`config.mk`:
```
export PLATFORM = sky130hd
export DESIGN_NAME = upos_top
export DESIGN_NICKNAME = d
export VERILOG_FILES = /design/src/core/upos_pkg.sv /design/src/core/upos_sync.sv /design/src/core/upos_top.sv
export SDC_FILE = /design/constraint.sdc
export NUM_CORES = 1
export LEC_CHECK = 0
export BUFFER_PORTS_ARGS = -buffer_cell sky130_fd_sc_hd__buf_2
export CORE_MARGIN = 8
export CORE_UTILIZATION = 45
export DETAILED_ROUTE_END_ITERATION = 8
export HOLD_SLACK_MARGIN = 0.02
export PLACE_DENSITY = 0.77
export SYNTH_ARGS = -nofsm -noshare
export SYNTH_HDL_FRONTEND = slang
export SYNTH_SLANG_ARGS = --single-unit
```
`constraint.sdc`:
```
create_clock -name core_clk_in -period 1.55 [get_ports core_clk_in]
set_clock_uncertainty 0.05 [all_clocks]
set_input_delay 0.155 -clock core_clk_in [delete_from_list [all_inputs] [get_ports core_clk_in]]
set_output_delay 0.155 -clock core_clk_in [all_outputs]
set_load 0.005 [all_outputs]
```
`src/core/upos_pkg.sv`:
```
// Package: register map, field positions and timing of the USB power/OTG status block
package upos_pkg;

    // APB geometry
    localparam int          APB_AW          = 8;        // Byte address bits decoded
    localparam int          APB_DW          = 32;       // Data width

    // Register byte addresses
    localparam logic [7:0]  OFS_OTG_STAT    = 8'h00;    // otg_cable_session_status
    localparam logic [7:0]  OFS_PWR_CTRL    = 8'h04;    // usb_power_control
    localparam logic [7:0]  OFS_IRQ_STAT    = 8'h08;    // Sticky event status, read-only
    localparam logic [7:0]  OFS_IRQ_EN      = 8'h0c;    // Event enable, read/write
    localparam logic [7:0]  OFS_IRQ_CLR     = 8'h10;    // Event clear, write-only

    // otg_cable_session_status fields
    localparam int          BIT_CABLE_ID    = 7;        // cable_identity_state
    localparam int          BIT_LINE_STABLE = 5;        // line_state_stable
    localparam int          BIT_SESS_VALID  = 3;        // session_valid_flag
    localparam int          BIT_B_SESS_END  = 2;        // b_session_ended
    localparam int          BIT_A_VBUS_OK   = 0;        // a_bus_power_valid

    // usb_power_control fields
    localparam int          BIT_ACT_PEND    = 7;        // activity_pending_flag
    localparam int          BIT_SLEEP_GUARD = 4;        // sleep_entry_guard
    localparam int          BIT_BUSY        = 3;        // controller_busy_flag
    localparam int          BIT_SUSPEND     = 1;        // suspend_control
    localparam int          BIT_POWER_EN    = 0;        // controller_power_enable

    // Event status layout (status, enable and clear share it)
    localparam int          IRQ_W           = 4;        // Number of event bits
    localparam int          EV_ID_CHANGE    = 0;        // Identity pin toggled
    localparam int          EV_LINE_STABLE  = 1;        // Line state became stable
    localparam int          EV_SESS_CHANGE  = 2;        // Session valid toggled
    localparam int          EV_ACTIVITY     = 3;        // Pending activity delivered

    // Reset values
    localparam logic [IRQ_W-1:0] IRQ_RST    = 4'h0;     // Events clear, all masked
    localparam logic        CTRL_RST        = 1'b0;     // Control bits off

    // Pin synchroniser bundle positions
    localparam int          PIN_W           = 7;        // Number of synchronised pins
    localparam int          PIN_ID          = 0;        // Identity pin
    localparam int          PIN_SE0         = 1;        // Single-ended zero
    localparam int          PIN_J_STATE_INDICATION      = 2;        // j_state_indication
    localparam int          PIN_SESS_VALID  = 3;        // Session valid comparator
    localparam int          PIN_B_SESS_END  = 4;        // B session end comparator
    localparam int          PIN_A_VBUS_OK   = 5;        // A VBUS valid comparator
    localparam int          PIN_ACTIVITY    = 6;        // Bus activity detector

    // Timing
    localparam int          CLK_PERIOD_NS   = 100;      // Core clock period
    localparam int          LINE_STABLE_NS  = 1000000;  // Stable window, 1 ms
    localparam int          LINE_STABLE_CYC = LINE_STABLE_NS / CLK_PERIOD_NS;
    localparam int          SHUTDOWN_CYC    = 8;        // Busy tail after disable

endpackage

```
`src/core/upos_sync.sv`:
```
// Two flip-flop synchroniser for a bundle of asynchronous pins
`timescale 1ns/100ps
module upos_sync #(
    parameter int W = 1
) (
    // Clock and reset
    input  wire logic         core_clk_in,
    input  wire logic         reset_in,
    // Asynchronous pins and their synchronised copy
    input  wire logic [W-1:0] async_in,
    output logic      [W-1:0] sync_out
);

    logic [W-1:0] meta;     // First stage, read only by the second

    // Two stages, no logic between them
    always_ff @(posedge core_clk_in) begin
        if (reset_in) begin
            meta     <= '0;
            sync_out <= '0;
        end else begin
            meta     <= async_in;
            sync_out <= meta;
        end
    end

endmodule

```
`src/core/upos_top.sv`:
```
// USB power control and OTG cable/session status block with APB slave
`timescale 1ns/100ps
module upos_top
    import upos_pkg::*;
#(
    parameter int MS_CYCLES    = upos_pkg::LINE_STABLE_CYC,
    parameter int OFF_CYCLES   = upos_pkg::SHUTDOWN_CYC
) (
    // Clock and reset
    input  wire logic                       core_clk_in,
    input  wire logic                       reset_in,
    // APB slave
    input  wire logic                       psel_in,
    input  wire logic                       penable_in,
    input  wire logic                       pwrite_in,
    input  wire logic [upos_pkg::APB_AW-1:0] paddr_in,
    input  wire logic [upos_pkg::APB_DW-1:0] pwdata_in,
    output logic                            pready_out,
    output logic      [upos_pkg::APB_DW-1:0] prdata_out,
    output logic                            pslverr_out,
    // Cable, transceiver and comparator pins
    input  wire logic                       cable_id_in,
    input  wire logic                       line_se0_in,
    input  wire logic                       j_state_indication_in,
    input  wire logic                       vbus_sess_valid_in,
    input  wire logic                       vbus_b_sess_end_in,
    input  wire logic                       vbus_a_valid_in,
    input  wire logic                       bus_activity_in,
    // Power and clock controls
    output logic                            usb_clk_enable_out,
    output logic                            xcvr_low_power_out,
    output logic                            usb_pins_owned_out,
    output logic                            analog_enable_out,
    output logic                            sleep_block_out,
    // Interrupt
    output logic                            irq_out
);
    import upos_pkg::*;

    // Counter widths
    localparam int MS_W  = $clog2(MS_CYCLES + 1);
    localparam int OFF_W = $clog2(OFF_CYCLES + 1);
    localparam logic [MS_W-1:0]  MS_LAST  = MS_W'(MS_CYCLES - 1);
    localparam logic [OFF_W-1:0] OFF_LOAD = OFF_W'(OFF_CYCLES);

    // Synchronised pins
    logic [PIN_W-1:0] pin_raw;      // Pin bundle as it arrives
    logic [PIN_W-1:0] pin_s;        // Pin bundle after two flops
    logic [PIN_W-1:0] pin_d;        // One cycle older copy for edges

    // Line stability
    logic [MS_W-1:0]  ms_cnt;       // Cycles since last line change
    logic             line_change;  // SE0 or J differs from last cycle
    logic             line_stable;  // line_state_stable

    // Control bits
    logic             power_en;     // controller_power_enable
    logic             suspend;      // suspend_control
    logic             sleep_guard;  // sleep_entry_guard
    logic             act_pending;  // activity_pending_flag
    logic [OFF_W-1:0] off_cnt;      // Shutdown tail counter
    logic             busy;         // controller_busy_flag

    // Interrupt registers
    logic [IRQ_W-1:0] irq_stat;     // Sticky events
    logic [IRQ_W-1:0] irq_en;       // Event mask
    logic [IRQ_W-1:0] ev_set;       // Events this cycle

    // APB decode
    logic             acc_phase;    // Access phase cycle
    logic             wr_go;        // Write takes effect now
    logic             wr_go_c;      // Copy of the write strobe, already gated by pready
    logic [APB_DW-1:0] rd_mux;      // Read data for the address
    logic             addr_hit;     // Address maps to a register
    logic [IRQ_W-1:0] clr_req;      // Clear strobes from software
    logic             activity_rise; // Synchronised activity edge
    logic             deliver;      // Pending activity handed on

    assign pin_raw[PIN_ID]         = cable_id_in;
    assign pin_raw[PIN_SE0]        = line_se0_in;
    assign pin_raw[PIN_J_STATE_INDICATION]     = j_state_indication_in;
    assign pin_raw[PIN_SESS_VALID] = vbus_sess_valid_in;
    assign pin_raw[PIN_B_SESS_END] = vbus_b_sess_end_in;
    assign pin_raw[PIN_A_VBUS_OK]  = vbus_a_valid_in;
    assign pin_raw[PIN_ACTIVITY]   = bus_activity_in;

    // All pins cross into the core clock here
    upos_sync #(
        .W          (PIN_W)
    ) u_pin_sync (
        .core_clk_in(core_clk_in),
        .reset_in   (reset_in),
        .async_in   (pin_raw),
        .sync_out   (pin_s)
    );

    // Delayed copy for change detection, reads only the second stage
    always_ff @(posedge core_clk_in) begin
        if (reset_in) begin
            pin_d <= '0;
        end else begin
            pin_d <= pin_s;
        end
    end

    // Line change and activity edges
    assign line_change   = (pin_s[PIN_SE0] != pin_d[PIN_SE0]) ||
                           (pin_s[PIN_J_STATE_INDICATION] != pin_d[PIN_J_STATE_INDICATION]);
    assign activity_rise = pin_s[PIN_ACTIVITY] & ~pin_d[PIN_ACTIVITY];

    // Millisecond timer, held at the top once the window is complete
    always_ff @(posedge core_clk_in) begin
        if (reset_in) begin
            ms_cnt <= '0;
        end else if (line_change) begin
            ms_cnt <= '0;
        end else if (ms_cnt != MS_LAST) begin
            ms_cnt <= ms_cnt + 1'b1;
        end
    end

    // Stable flag drops at once on a change, rises at the millisecond tick
    always_ff @(posedge core_clk_in) begin
        if (reset_in) begin
            line_stable <= 1'b0;
        end else if (line_change) begin
            line_stable <= 1'b0;
        end else if (ms_cnt == MS_LAST) begin
            line_stable <= 1'b1;
        end
    end

    // APB phase decode; writes land only at the edge where pready is seen
    assign acc_phase = psel_in & penable_in;
    assign wr_go     = acc_phase & pready_out & pwrite_in & addr_hit;
    assign wr_go_c   = wr_go;

    // Address decode for every mapped word
    always_comb begin
        case (paddr_in)
            OFS_OTG_STAT, OFS_PWR_CTRL, OFS_IRQ_STAT,
            OFS_IRQ_EN, OFS_IRQ_CLR: begin
                addr_hit = 1'b1;
            end
            default: begin
                addr_hit = 1'b0;
            end
        endcase
    end

    // Software writable power control bits
    always_ff @(posedge core_clk_in) begin
        if (reset_in) begin
            power_en    <= CTRL_RST;
            suspend     <= CTRL_RST;
            sleep_guard <= CTRL_RST;
        end else if (wr_go_c && paddr_in == OFS_PWR_CTRL) begin
            power_en    <= pwdata_in[BIT_POWER_EN];
            suspend     <= pwdata_in[BIT_SUSPEND];
            sleep_guard <= pwdata_in[BIT_SLEEP_GUARD];
        end
    end

    // Shutdown tail: busy lingers after disable; nothing holds off a quick re-enable
    always_ff @(posedge core_clk_in) begin
        if (reset_in) begin
            off_cnt <= '0;
        end else if (power_en) begin
            off_cnt <= OFF_LOAD;
        end else if (off_cnt != '0) begin
            off_cnt <= off_cnt - 1'b1;
        end
    end

    assign busy = power_en | (off_cnt != '0);

    // Activity while suspended waits for the clock to come back
    assign deliver = act_pending & power_en & ~suspend;

    // Pending activity flag; a new activity edge beats delivery
    always_ff @(posedge core_clk_in) begin
        if (reset_in) begin
            act_pending <= 1'b0;
        end else if (activity_rise && power_en && suspend) begin
            act_pending <= 1'b1;
        end else if (deliver || !power_en) begin
            act_pending <= 1'b0;
        end
    end

    // Events feeding the sticky status
    always_comb begin
        ev_set                 = '0;
        ev_set[EV_ID_CHANGE]   = pin_s[PIN_ID] ^ pin_d[PIN_ID];
        ev_set[EV_LINE_STABLE] = ~line_stable & ~line_change & (ms_cnt == MS_LAST);
        ev_set[EV_SESS_CHANGE] = pin_s[PIN_SESS_VALID] ^ pin_d[PIN_SESS_VALID];
        ev_set[EV_ACTIVITY]    = deliver;
    end

    // Clear strobes from the write-only clear word
    assign clr_req = (wr_go_c && paddr_in == OFS_IRQ_CLR) ? pwdata_in[IRQ_W-1:0] : '0;

    // Sticky status: an event in the clearing cycle survives
    always_ff @(posedge core_clk_in) begin
        if (reset_in) begin
            irq_stat <= IRQ_RST;
        end else begin
            irq_stat <= (irq_stat & ~clr_req) | ev_set;
        end
    end

    // Interrupt enable mask
    always_ff @(posedge core_clk_in) begin
        if (reset_in) begin
            irq_en <= IRQ_RST;
        end else if (wr_go_c && paddr_in == OFS_IRQ_EN) begin
            irq_en <= pwdata_in[IRQ_W-1:0];
        end
    end

    // Level interrupt, registered
    always_ff @(posedge core_clk_in) begin
        if (reset_in) begin
            irq_out <= 1'b0;
        end else begin
            irq_out <= |(irq_stat & irq_en);
        end
    end

    // Read multiplexer; unlisted bits stay zero
    always_comb begin
        rd_mux = '0;
        case (paddr_in)
            OFS_OTG_STAT: begin
                rd_mux[BIT_CABLE_ID]    = pin_s[PIN_ID];
                rd_mux[BIT_LINE_STABLE] = line_stable;
                rd_mux[BIT_SESS_VALID]  = pin_s[PIN_SESS_VALID];
                rd_mux[BIT_B_SESS_END]  = pin_s[PIN_B_SESS_END];
                rd_mux[BIT_A_VBUS_OK]   = pin_s[PIN_A_VBUS_OK];
            end
            OFS_PWR_CTRL: begin
                rd_mux[BIT_ACT_PEND]    = act_pending;
                rd_mux[BIT_SLEEP_GUARD] = sleep_guard;
                rd_mux[BIT_BUSY]        = busy;
                rd_mux[BIT_SUSPEND]     = suspend;
                rd_mux[BIT_POWER_EN]    = power_en;
            end
            OFS_IRQ_STAT: begin
                rd_mux[IRQ_W-1:0] = irq_stat;
            end
            OFS_IRQ_EN: begin
                rd_mux[IRQ_W-1:0] = irq_en;
            end
            default: begin
                // Clear word and unmapped addresses read zero
                rd_mux = '0;
            end
        endcase
    end

    // APB answer: one wait state, pready pulses for one cycle
    always_ff @(posedge core_clk_in) begin
        if (reset_in) begin
            pready_out  <= 1'b0;
            pslverr_out <= 1'b0;
            prdata_out  <= '0;
        end else if (acc_phase && !pready_out) begin
            pready_out  <= 1'b1;
            pslverr_out <= ~addr_hit;
            prdata_out  <= pwrite_in ? '0 : rd_mux;
        end else begin
            pready_out  <= 1'b0;
            pslverr_out <= 1'b0;
            prdata_out  <= '0;
        end
    end

    // Clock gate and transceiver power, registered so no glitch reaches them
    always_ff @(posedge core_clk_in) begin
        if (reset_in) begin
            usb_clk_enable_out <= 1'b0;
            xcvr_low_power_out <= 1'b1;
        end else begin
            usb_clk_enable_out <= power_en & ~suspend;
            xcvr_low_power_out <= suspend | ~power_en;
        end
    end

    // Pin ownership and analog enable follow power
    always_ff @(posedge core_clk_in) begin
        if (reset_in) begin
            usb_pins_owned_out <= 1'b0;
            analog_enable_out  <= 1'b0;
        end else begin
            usb_pins_owned_out <= power_en;
            analog_enable_out  <= power_en;
        end
    end

    // Sleep guard; live activity or a pending one both hold off sleep
    always_ff @(posedge core_clk_in) begin
        if (reset_in) begin
            sleep_block_out <= 1'b0;
        end else begin
            sleep_block_out <= sleep_guard & (pin_s[PIN_ACTIVITY] | act_pending);
        end
    end

endmodule

```
==> summary.txt, run 1 <==
Outcome
  • Outcome: finished clean

Synthesis
  • Ys async rst share: 0%
  • Number of synthesized flops with an enable pin: 0
  • Cells after Synth: 277
  • Syn. warnings: 0
  • Top FF cell, synth: dfxtp_1
  • Synthesized area: 2660 um2
  • Register area share after synthesis: 48.2%
  • Syn_area_per_cell: 9.60 um2
  • Yosys reg bits: 64
  • Synth unique cells: 45

Clocking
  • Number of CTS-inserted buffers: 9
  • Clock buffer depth: 2
  • Clock Sinks: 64
  • H-tree depth: 3
  • Clock Pin Slew Worst Setup and Hold Paths: 0.07 ns
  • Worst skew pair latency: 0.34 ns
  • TritonCTS clock tree: built
  • CTS Root Cell: clkbuf_8

Die
  • DIE HEIGHT: 92.9 um
  • Die X: 92.9 um
  • Initial core utilization: 45.7%
  • Site Rows: 28
  • # IOs: 92
  • Core area: 5820 um2
  • Die area: 8620 um2

Placed design
  • Final Wtd Congestion: 0.827
  • Post-DP HPWL: 4.14 mm
  • DP Area: 2900 um2
  • Dpl ws: 0.00975 ns
  • Port Buffer Count: 39

GRT
  • Vias in the first global route: 2029
  • Total grt overflow: 0
  • Largest net degree at the start of global routing: 20
  • Initial antenna violation count: 0
  • Tot GR Track Use: 13.6%
  • First-pass GRT wire length: 9.18 mm

STA
  • Fmax achieved: 0.671 GHz
  • Setup-failing EPs final: 0
  • Crit share post-route: 96.1%
  • Final Hold Viols: 0
  • Min Hold Slack: 0.0483 ns
  • Tmin final: 1.49 ns
  • Min setup slack post-route: 0.0601 ns
  • Max Slew Vio Count: 0

Cells and area
  • Fillers: 532
  • Diodes inserted: 0
  • Area growth, synth to finish: 19.6%
  • Nets: 394
  • Layout cell share with drive strength beyond 1: 22.8%
  • Final instance area: 3180 um2

Setup path
  • Critical path startpoint category: register
  • Worst-path maximum fanout: 4
  • CP required: 1.77 ns
  • Crit. End Element: register
  • Critical path class: register to register
  • Worst endpoint data arrival time: 1.71 ns

Power and ir drop
  • Design Power: 3380 uW
  • Max rail drop VDD: 0.000580 V
  • Leak: 0.00140 uW
  • Total power divided by cell area: 1060 nW/um2

Drt
  • DR vias/cell: 5.00
  • Via Count: 2086
  • Residual DRC: 0
  • Drt pass-1 iters: 4
  • Initial drt markers: 104
  • Post-DRT Antenna Nets: 0
  • DRT Wirelength: 5.57 mm
  • Routed len/inst: 13.4 um

Run
  • Max Cap Violations: 0

Min path
  • Worst hold path class: primary input to register
## synth_stat cells (3+ instances only)
master    instances  area share (%)
dfxtp_1          64              48
buf_4            26             7.3
nor2_1           26             3.7
nor2b_1          22             5.2
a21oi_1          12             2.3
inv_1            11             1.6
o21ai_0          10             1.9
mux2i_1           9             3.4
nand2_1           9             1.3
nand3_1           8             1.5
xnor2_1           7             2.3
xor2_1            7             2.3
clkbuf_1          6            0.85
nand4_1           6             1.4
nor3_1            6             1.1
or3_1             5             1.2
a22oi_1           4             1.1
and3_1            4            0.94
a31oi_1           3            0.71
and4_1            3            0.99
ha_1              3             1.4
nand2b_1          3            0.71
## state kept, by name, indices dropped and copies added, names as in the netlist, 4 cells and up
register,cells
off_cnt,4
ms_cnt,14
pin_d,5
irq_en,4
irq_stat,4
u_pin_sync.meta,7
u_pin_sync.sync_out,7
prdata_out,7
## repair_timing
item | CTS | global route
hold buffers | 9 | 0
endpoints found under the hold margin | 9 | 0
endpoints found under the setup margin | 1 | 8
pin swaps | 0 | 3
resized for setup | 3 | 4
buffers inserted | 0 | 1
## critical path, cell delays in order (launching register included)
cell,delay [ns]
dfxtp_2,0.33
ha_1,0.19
and3_4,0.19
and4_4,0.17
or3_4,0.36
a21oi_2,0.14
## per-stage QoR
stage          TNS (ns)  util [%]  std cells
2_1_floorplan         0         -        301
3_3_place_gp          0      49.8        393
3_5_place_dp          0      49.8        393
4_1_cts               0      54.4        416
5_1_grt        -0.00281      54.7        417
6_report              0      54.7        417
## cell families (layout without fill, tap and decap cells)
family	count (synthesis)	in the layout	synth area share, %
AND/OR/NAND/NOR	103	103	23.0
flip-flops	64	64	48.2
buffers and inverters	44	85	9.93
AO/OA/AOI/OAI	38	38	8.94
XOR/XNOR	14	14	4.61
multiplexers	10	10	3.81
adder cells (fa/ha/maj)	3	3	1.41
other	1	25	0.141
## layout by cell type (no fill, tap or decap), types with 10 or more instances in the layout
cell type / instances
dfxtp_1: 63
inv_1: 11
conb_1: 25
buf_4: 12
nor2b_1: 22
a21oi_1: 11
buf_2: 39
clkbuf_8: 10
nor2_1: 26
## final timing paths
check        cells after the start          startpoint  slack, ns                      to
max reg2reg                      5           ms_cnt[1]       0.06               ms_cnt[3]
max                              5           ms_cnt[1]       0.06               ms_cnt[3]
min                              3        pwdata_in[0]       0.05               irq_en[0]
min reg2reg                      1  u_pin_sync.meta[3]       0.38  u_pin_sync.sync_out[3]
## report_power, final
group          internal [uW]  total (uW)  leakage, uW  switching [uW]
Clock                    602        1190    0.0000773             590
Sequential              1720        1770     0.000521            50.7
Combinational            192         420     0.000799             228
## per-layer routing
layer | global-route usage (%) | routed length [um] | part of all wire [%]
met1 | 15.3 | 2400 | 43
met2 | 21.6 | 2580 | 46
met3 | 5.10 | 475 | 8.5
met4 | 7.92 | 116 | 2.1
met5 | 0 | 0 | 0
## cell type report
| class | count | area (um2) | share of cell area, % |
|---|---|---|---|
| inverter | 11 | 41.3 | 1.30 |
| clock inverter | 3 | 20.0 | 0.629 |
| tap | 75 | 93.8 | 2.95 |
| timing repair buffer | 60 | 375 | 11.8 |
| sequential | 64 | 1280 | 40.3 |
| clock buffer | 11 | 141 | 4.45 |
| multi-input combinational | 193 | 1230 | 38.6 |
Power figures use the tool's default switching activity.
==> inputs of run 2 (changes only) <==
--- a/config.mk
+++ b/config.mk
@@ -11,6 +11,7 @@
 export DETAILED_ROUTE_END_ITERATION = 8
 export HOLD_SLACK_MARGIN = 0.02
 export PLACE_DENSITY = 0.77
+export SETUP_SLACK_MARGIN = 0.15
 export SYNTH_ARGS = -nofsm -noshare
 export SYNTH_HDL_FRONTEND = slang
 export SYNTH_SLANG_ARGS = --single-unit
==> run 2 against run 1 <==
Hold slack worse by 0.0057 ns. Sequential power hardly changed. Flip-flop and latch count stayed put. Die area stayed put. Critical path type unchanged. Setup slack better by 0.063 ns. Final cell count stayed put. Global-route usage is 0.070 points higher.
==> summary.txt, run 2 (synthesis results as in run 1) <==
Cells and area
  • Area growth, synth to finish: 25.0%
  • Layout cell share with drive strength beyond 1: 28.7%
  • Commonest non-fill, non-tap cells in the layout: 58 x dfxtp_1, 39 x buf_2, 25 x nor2_1, 25 x conb_1, 22 x nor2b_1
  • Largest Register: ms_cnt
  • Max reg flops: 14
  • Multi-input gate area: 1300 um2
  • Diodes inserted: 0
  • Commonest non-fill, non-tap cell in the layout: dfxtp_1
  • Nets: 392
  • Register area: 1290 um2
  • Fillers: 508
  • Post-layout util: 57.2%
  • Final instance area: 3320 um2

Placed design
  • Port Buffer Count: 39
  • Dpl ws: 0.0469 ns
  • DP Area: 2880 um2
  • Final Wtd Congestion: 0.844
  • Post-DP HPWL: 3.88 mm

GRT
  • Vias in the first global route: 2062
  • Total grt overflow: 0
  • Largest net degree at the start of global routing: 35
  • Initial antenna violation count: 0
  • Tot GR Track Use: 13.7%
  • First-pass GRT wire length: 9.34 mm

Setup path
  • Worst endpoint data arrival time: 1.65 ns
  • Critical path startpoint category: register
  • Worst R2R End: ms_cnt[3]
  • Crit. End Element: register
  • CP required: 1.78 ns
  • R2r startpoint: ms_cnt[0]
  • R2R depth: 5
  • Reg2reg setup slack: 0.12 ns
  • Worst-path maximum fanout: 4
  • Critical path class: register to register

STA
  • Tmin final: 1.43 ns
  • Final Hold Viols: 0
  • Setup-failing EPs final: 0
  • Fmax achieved: 0.701 GHz
  • Max Slew Vio Count: 0
  • Min Hold Slack: 0.0425 ns
  • Min setup slack post-route: 0.123 ns
  • Crit share post-route: 92.1%
  • Post-route setup TNS: 0 ns
  • RSZ-0062 raised after global routing: true

Drt
  • Met3 WL: 477 um
  • Via Count: 2060
  • Uppermost routed layer: met4
  • Post-DRT Antenna Nets: 0
  • DRT Wirelength: 5.63 mm
  • DR vias/cell: 4.94
  • Met2 wire length: 2.60 mm
  • Residual DRC: 0
  • Initial drt markers: 128
  • Met1 WL: 2.38 mm
  • Routed len/inst: 13.5 um
  • Drt pass-1 iters: 4

Power and ir drop
  • Max rail drop VDD: 0.000591 V
  • Switching part of the total power: 24.8%
  • Total power divided by cell area: 1150 nW/um2
  • Leak: 0.00144 uW
  • Reg power frac: 46.4%
  • Gate power share: 11.6%
  • Net Sw Power: 952 uW
  • Clock share of power: 42.1%
  • Internal power: 2880 uW

Die
  • # IOs: 92
  • Core area: 5820 um2
  • DIE HEIGHT: 92.9 um
  • Die X: 92.9 um
  • Site Rows: 28
  • Initial core utilization: 45.7%
  • Die area: 8620 um2

Clocking
  • CTS Root Cell: clkbuf_8
  • Worst skew pair latency: 0.35 ns
  • Clock Sinks: 64
  • Clock buffer depth: 2
  • H-tree depth: 3
  • Number of CTS-inserted buffers: 9
  • TritonCTS clock tree: built
  • Clock Pin Slew Worst Setup and Hold Paths: 0.07 ns

Min path
  • HP Start: pwdata_in[1]
  • Worst hold path class: primary input to register
  • Worst Hold Path EP: suspend
  • Hold path depth: 3

Run
  • Max Cap Violations: 0

Outcome
  • Outcome: finished clean
run 2: cell types whose count changed in the layout (fill, tap and decap cells not counted), sizes merged:
| cell | delta |
|---|---|
| clkbuf | -1 |
| clkinv | +1 |
| buf | -2 |
| bufinv | +2 |
run 2: per-stage QoR:
step | instances | total power [uW]
6_report | 417 | 3830
2_1_floorplan | 301 | 2130
4_1_cts | 417 | 3830
5_1_grt | 417 | 4030
3_3_place_gp | 388 | 2170
3_5_place_dp | 388 | 2190
run 2: worst max-delay path by stage:
stage	from	end	depth (start not counted)
finish	ms_cnt[0]	ms_cnt[3]	5
global route	off_cnt[1]	off_cnt[1]	5
CTS	ms_cnt[0]	ms_cnt[3]	5
detailed placement	ms_cnt[4]	ms_cnt[0]	4
global placement	paddr_in[4]	prdata_out[5]	5
floorplan	ms_cnt[0]	ms_cnt[3]	5
run 2: critical path, cell delays in order (launching register included):
cell and delay (ns):
dfxtp_4 0.37, ha_4 0.15, and3_4 0.18, and4_4 0.18, or3_4 0.32, a21oi_2 0.11
run 2: per-layer routing:
layer	up-vias	track usage, %
met3	14	4.45
met1	946	15.3
li1	1018	-
met5	-	0
met4	0	9.66
met2	82	21.5
run 2: power by group through the flow:
stage | logic (uW) | clock network [uW] | registers [uW]
2_1_floorplan | 334 | 0 | 1800
3_3_place_gp | 367 | 0 | 1810
3_5_place_dp | 380 | 0 | 1810
4_1_cts | 402 | 1650 | 1770
5_1_grt | 515 | 1730 | 1790
6_report | 444 | 1610 | 1780
run 2: layout make-up:
cell class | instances | share of cell area (%)
Sequential cell | 64 | 38.9
Timing Repair Buffer | 58 | 11.0
Tap cell | 75 | 2.82
Inverter | 11 | 1.24
Clock inverter | 6 | 2.79
Multi-Input combinational cell | 193 | 39.1
Clock buffer | 10 | 4.14
run 2: what timing repair did:
action,CTS,global route
setup buffers,4,0
endpoints found under the hold margin,9,0
pin swaps,3,3
resized for setup,3,24
hold buffers,9,0
setup endpoints to repair,8,16
==> inputs of run 3 (changes only) <==
--- a/config.mk
+++ b/config.mk
@@ -7,10 +7,10 @@
 export LEC_CHECK = 0
 export BUFFER_PORTS_ARGS = -buffer_cell sky130_fd_sc_hd__buf_2
 export CORE_MARGIN = 8
-export CORE_UTILIZATION = 45
+export CORE_UTILIZATION = 40
 export DETAILED_ROUTE_END_ITERATION = 8
 export HOLD_SLACK_MARGIN = 0.02
-export PLACE_DENSITY = 0.77
+export PLACE_DENSITY = 0.7
 export SETUP_SLACK_MARGIN = 0.15
 export SYNTH_ARGS = -nofsm -noshare
 export SYNTH_HDL_FRONTEND = slang
==> run 3 against run 2 <==
Via count grew 0.83%. Combinational power is essentially flat. Fmax shrank 2.3%. Critical path type unchanged.
==> summary.txt, run 3 (synthesis results as in run 1) <==
Outcome
  • Outcome: finished clean

Die
  • Core area: 6390 um2
  • # IOs: 92
  • Site Rows: 29
  • DIE HEIGHT: 97.5 um
  • Die area: 9510 um2
  • Die X: 97.5 um
  • Initial core utilization: 41.6%

GRT
  • First-pass GRT wire length: 9.31 mm
  • Vias in the first global route: 2075
  • Initial antenna violation count: 0
  • Largest net degree at the start of global routing: 22
  • Tot GR Track Use: 11.9%
  • Total grt overflow: 0

Clocking
  • H-tree depth: 3
  • Clock Pin Slew Worst Setup and Hold Paths: 0.07 ns
  • Clock buffer depth: 2
  • TritonCTS clock tree: built
  • Clock Sinks: 64
  • Worst skew pair latency: 0.33 ns
  • Number of CTS-inserted buffers: 9
  • CTS Root Cell: clkbuf_8

Drt
  • Drt pass-1 iters: 4
  • Post-DRT Antenna Nets: 0
  • Residual DRC: 0
  • Via Count: 2077
  • Initial drt markers: 116
  • DRT Wirelength: 5.63 mm
  • Routed len/inst: 13.3 um
  • DR vias/cell: 4.91

Setup path
  • R2r startpoint: ms_cnt[0]
  • Worst R2R End: ms_cnt[3]
  • CP required: 1.76 ns
  • Reg2reg setup slack: 0.09 ns
  • Critical path startpoint category: register
  • Worst endpoint data arrival time: 1.67 ns
  • Worst-path maximum fanout: 4
  • Critical path class: register to register
  • R2R depth: 5
  • Crit. End Element: register

Power and ir drop
  • Design Power: 3670 uW
  • Leak: 0.00144 uW
  • Max rail drop VDD: 0.000577 V
  • Total power divided by cell area: 1110 nW/um2

Cells and area
  • Layout cell share with drive strength beyond 1: 28.6%
  • Max reg flops: 14
  • Commonest non-fill, non-tap cells in the layout: 57 x dfxtp_1, 39 x buf_2, 26 x nor2_1
  • Area growth, synth to finish: 24.0%
  • Nets: 396
  • Commonest non-fill, non-tap cell in the layout: dfxtp_1
  • Largest Register: ms_cnt
  • Diodes inserted: 0

STA
  • Min Hold Slack: 0.0315 ns
  • Setup-failing EPs final: 0
  • Fmax achieved: 0.685 GHz
  • RSZ-0062 raised after global routing: true
  • Tmin final: 1.46 ns
  • Crit share post-route: 94.2%
  • Max Slew Vio Count: 0
  • Post-route setup TNS: 0 ns
  • Final Hold Viols: 0

Placed design
  • Post-DP HPWL: 4.11 mm
  • Port Buffer Count: 39
  • Final Wtd Congestion: 0.765

Min path
  • HP Start: pwdata_in[1]
  • Worst Hold Path EP: suspend
  • Hold path depth: 3
  • Worst hold path class: primary input to register

Run
  • Max Cap Violations: 0
-- run 3: per-layer routing --
metal / GRT usage [%] / wire length, um / vias up
li1: - / - / 1030
met1: 13.5 / 2570 / 973
met2: 18.5 / 2590 / 67
met3: 3.98 / 372 / 7
met4: 8.16 / 101 / 0
met5: 0 / 0 / -
-- run 3: area by class of cell --
| type | count | area [um2] |
|---|---|---|
| Sequential cell | 64 | 1290 |
| Inverter | 11 | 41.3 |
| Tap cell | 77 | 96.3 |
| Clock buffer | 11 | 151 |
| Timing Repair Buffer | 62 | 390 |
| Multi-Input combinational cell | 193 | 1270 |
| Clock inverter | 5 | 55.1 |
| Fill cell | 591 | 3090 |
-- run 3: worst max path at each step --
| stage | from | end | slack, ns | cells past startpoint |
|---|---|---|---|---|
| after CTS | ms_cnt[0] | ms_cnt[3] | 0.12 | 5 |
| after detailed placement | paddr_in[4] | prdata_out[7] | 0.1 | 6 |
| final | ms_cnt[0] | ms_cnt[3] | 0.09 | 5 |
| after global routing | ms_cnt[0] | ms_cnt[3] | 0.05 | 5 |
| after global placement | paddr_in[4] | prdata_out[7] | 0.11 | 6 |
| after floorplan | ms_cnt[0] | ms_cnt[3] | 0.18 | 5 |
-- run 3: stage by stage --
step	setup WS (ns)	cell area, um2	std cells	utilization [%]
2_1_floorplan	0.177	2770	301	-
3_3_place_gp	0.110	2910	393	45.5
3_5_place_dp	0.0979	2910	393	45.5
4_1_cts	0.122	3220	419	50.4
5_1_grt	0.0497	3300	423	51.6
6_report	0.0899	3300	423	51.6
-- run 3: repair_timing --
item	4_1_cts	5_1_grt
pin swaps	1	3
hold buffers	9	0
hold endpoints to repair	9	0
setup endpoints to repair	3	10
resized for setup	3	18
setup buffers	1	4
-- run 3: worst max-delay path: stages, from the launching register on --
cell	delay, ns
dfxtp_4	0.36
ha_4	0.16
and3_4	0.19
and4_4	0.17
or3_4	0.33
a21oi_2	0.13
-- run 3: power breakdown --
part	internal, uW	leakage [uW]	switching, uW	total [uW]
clock network	824	0.000101	619	1440
logic	206	0.000813	239	445
registers	1720	0.000524	53.7	1780
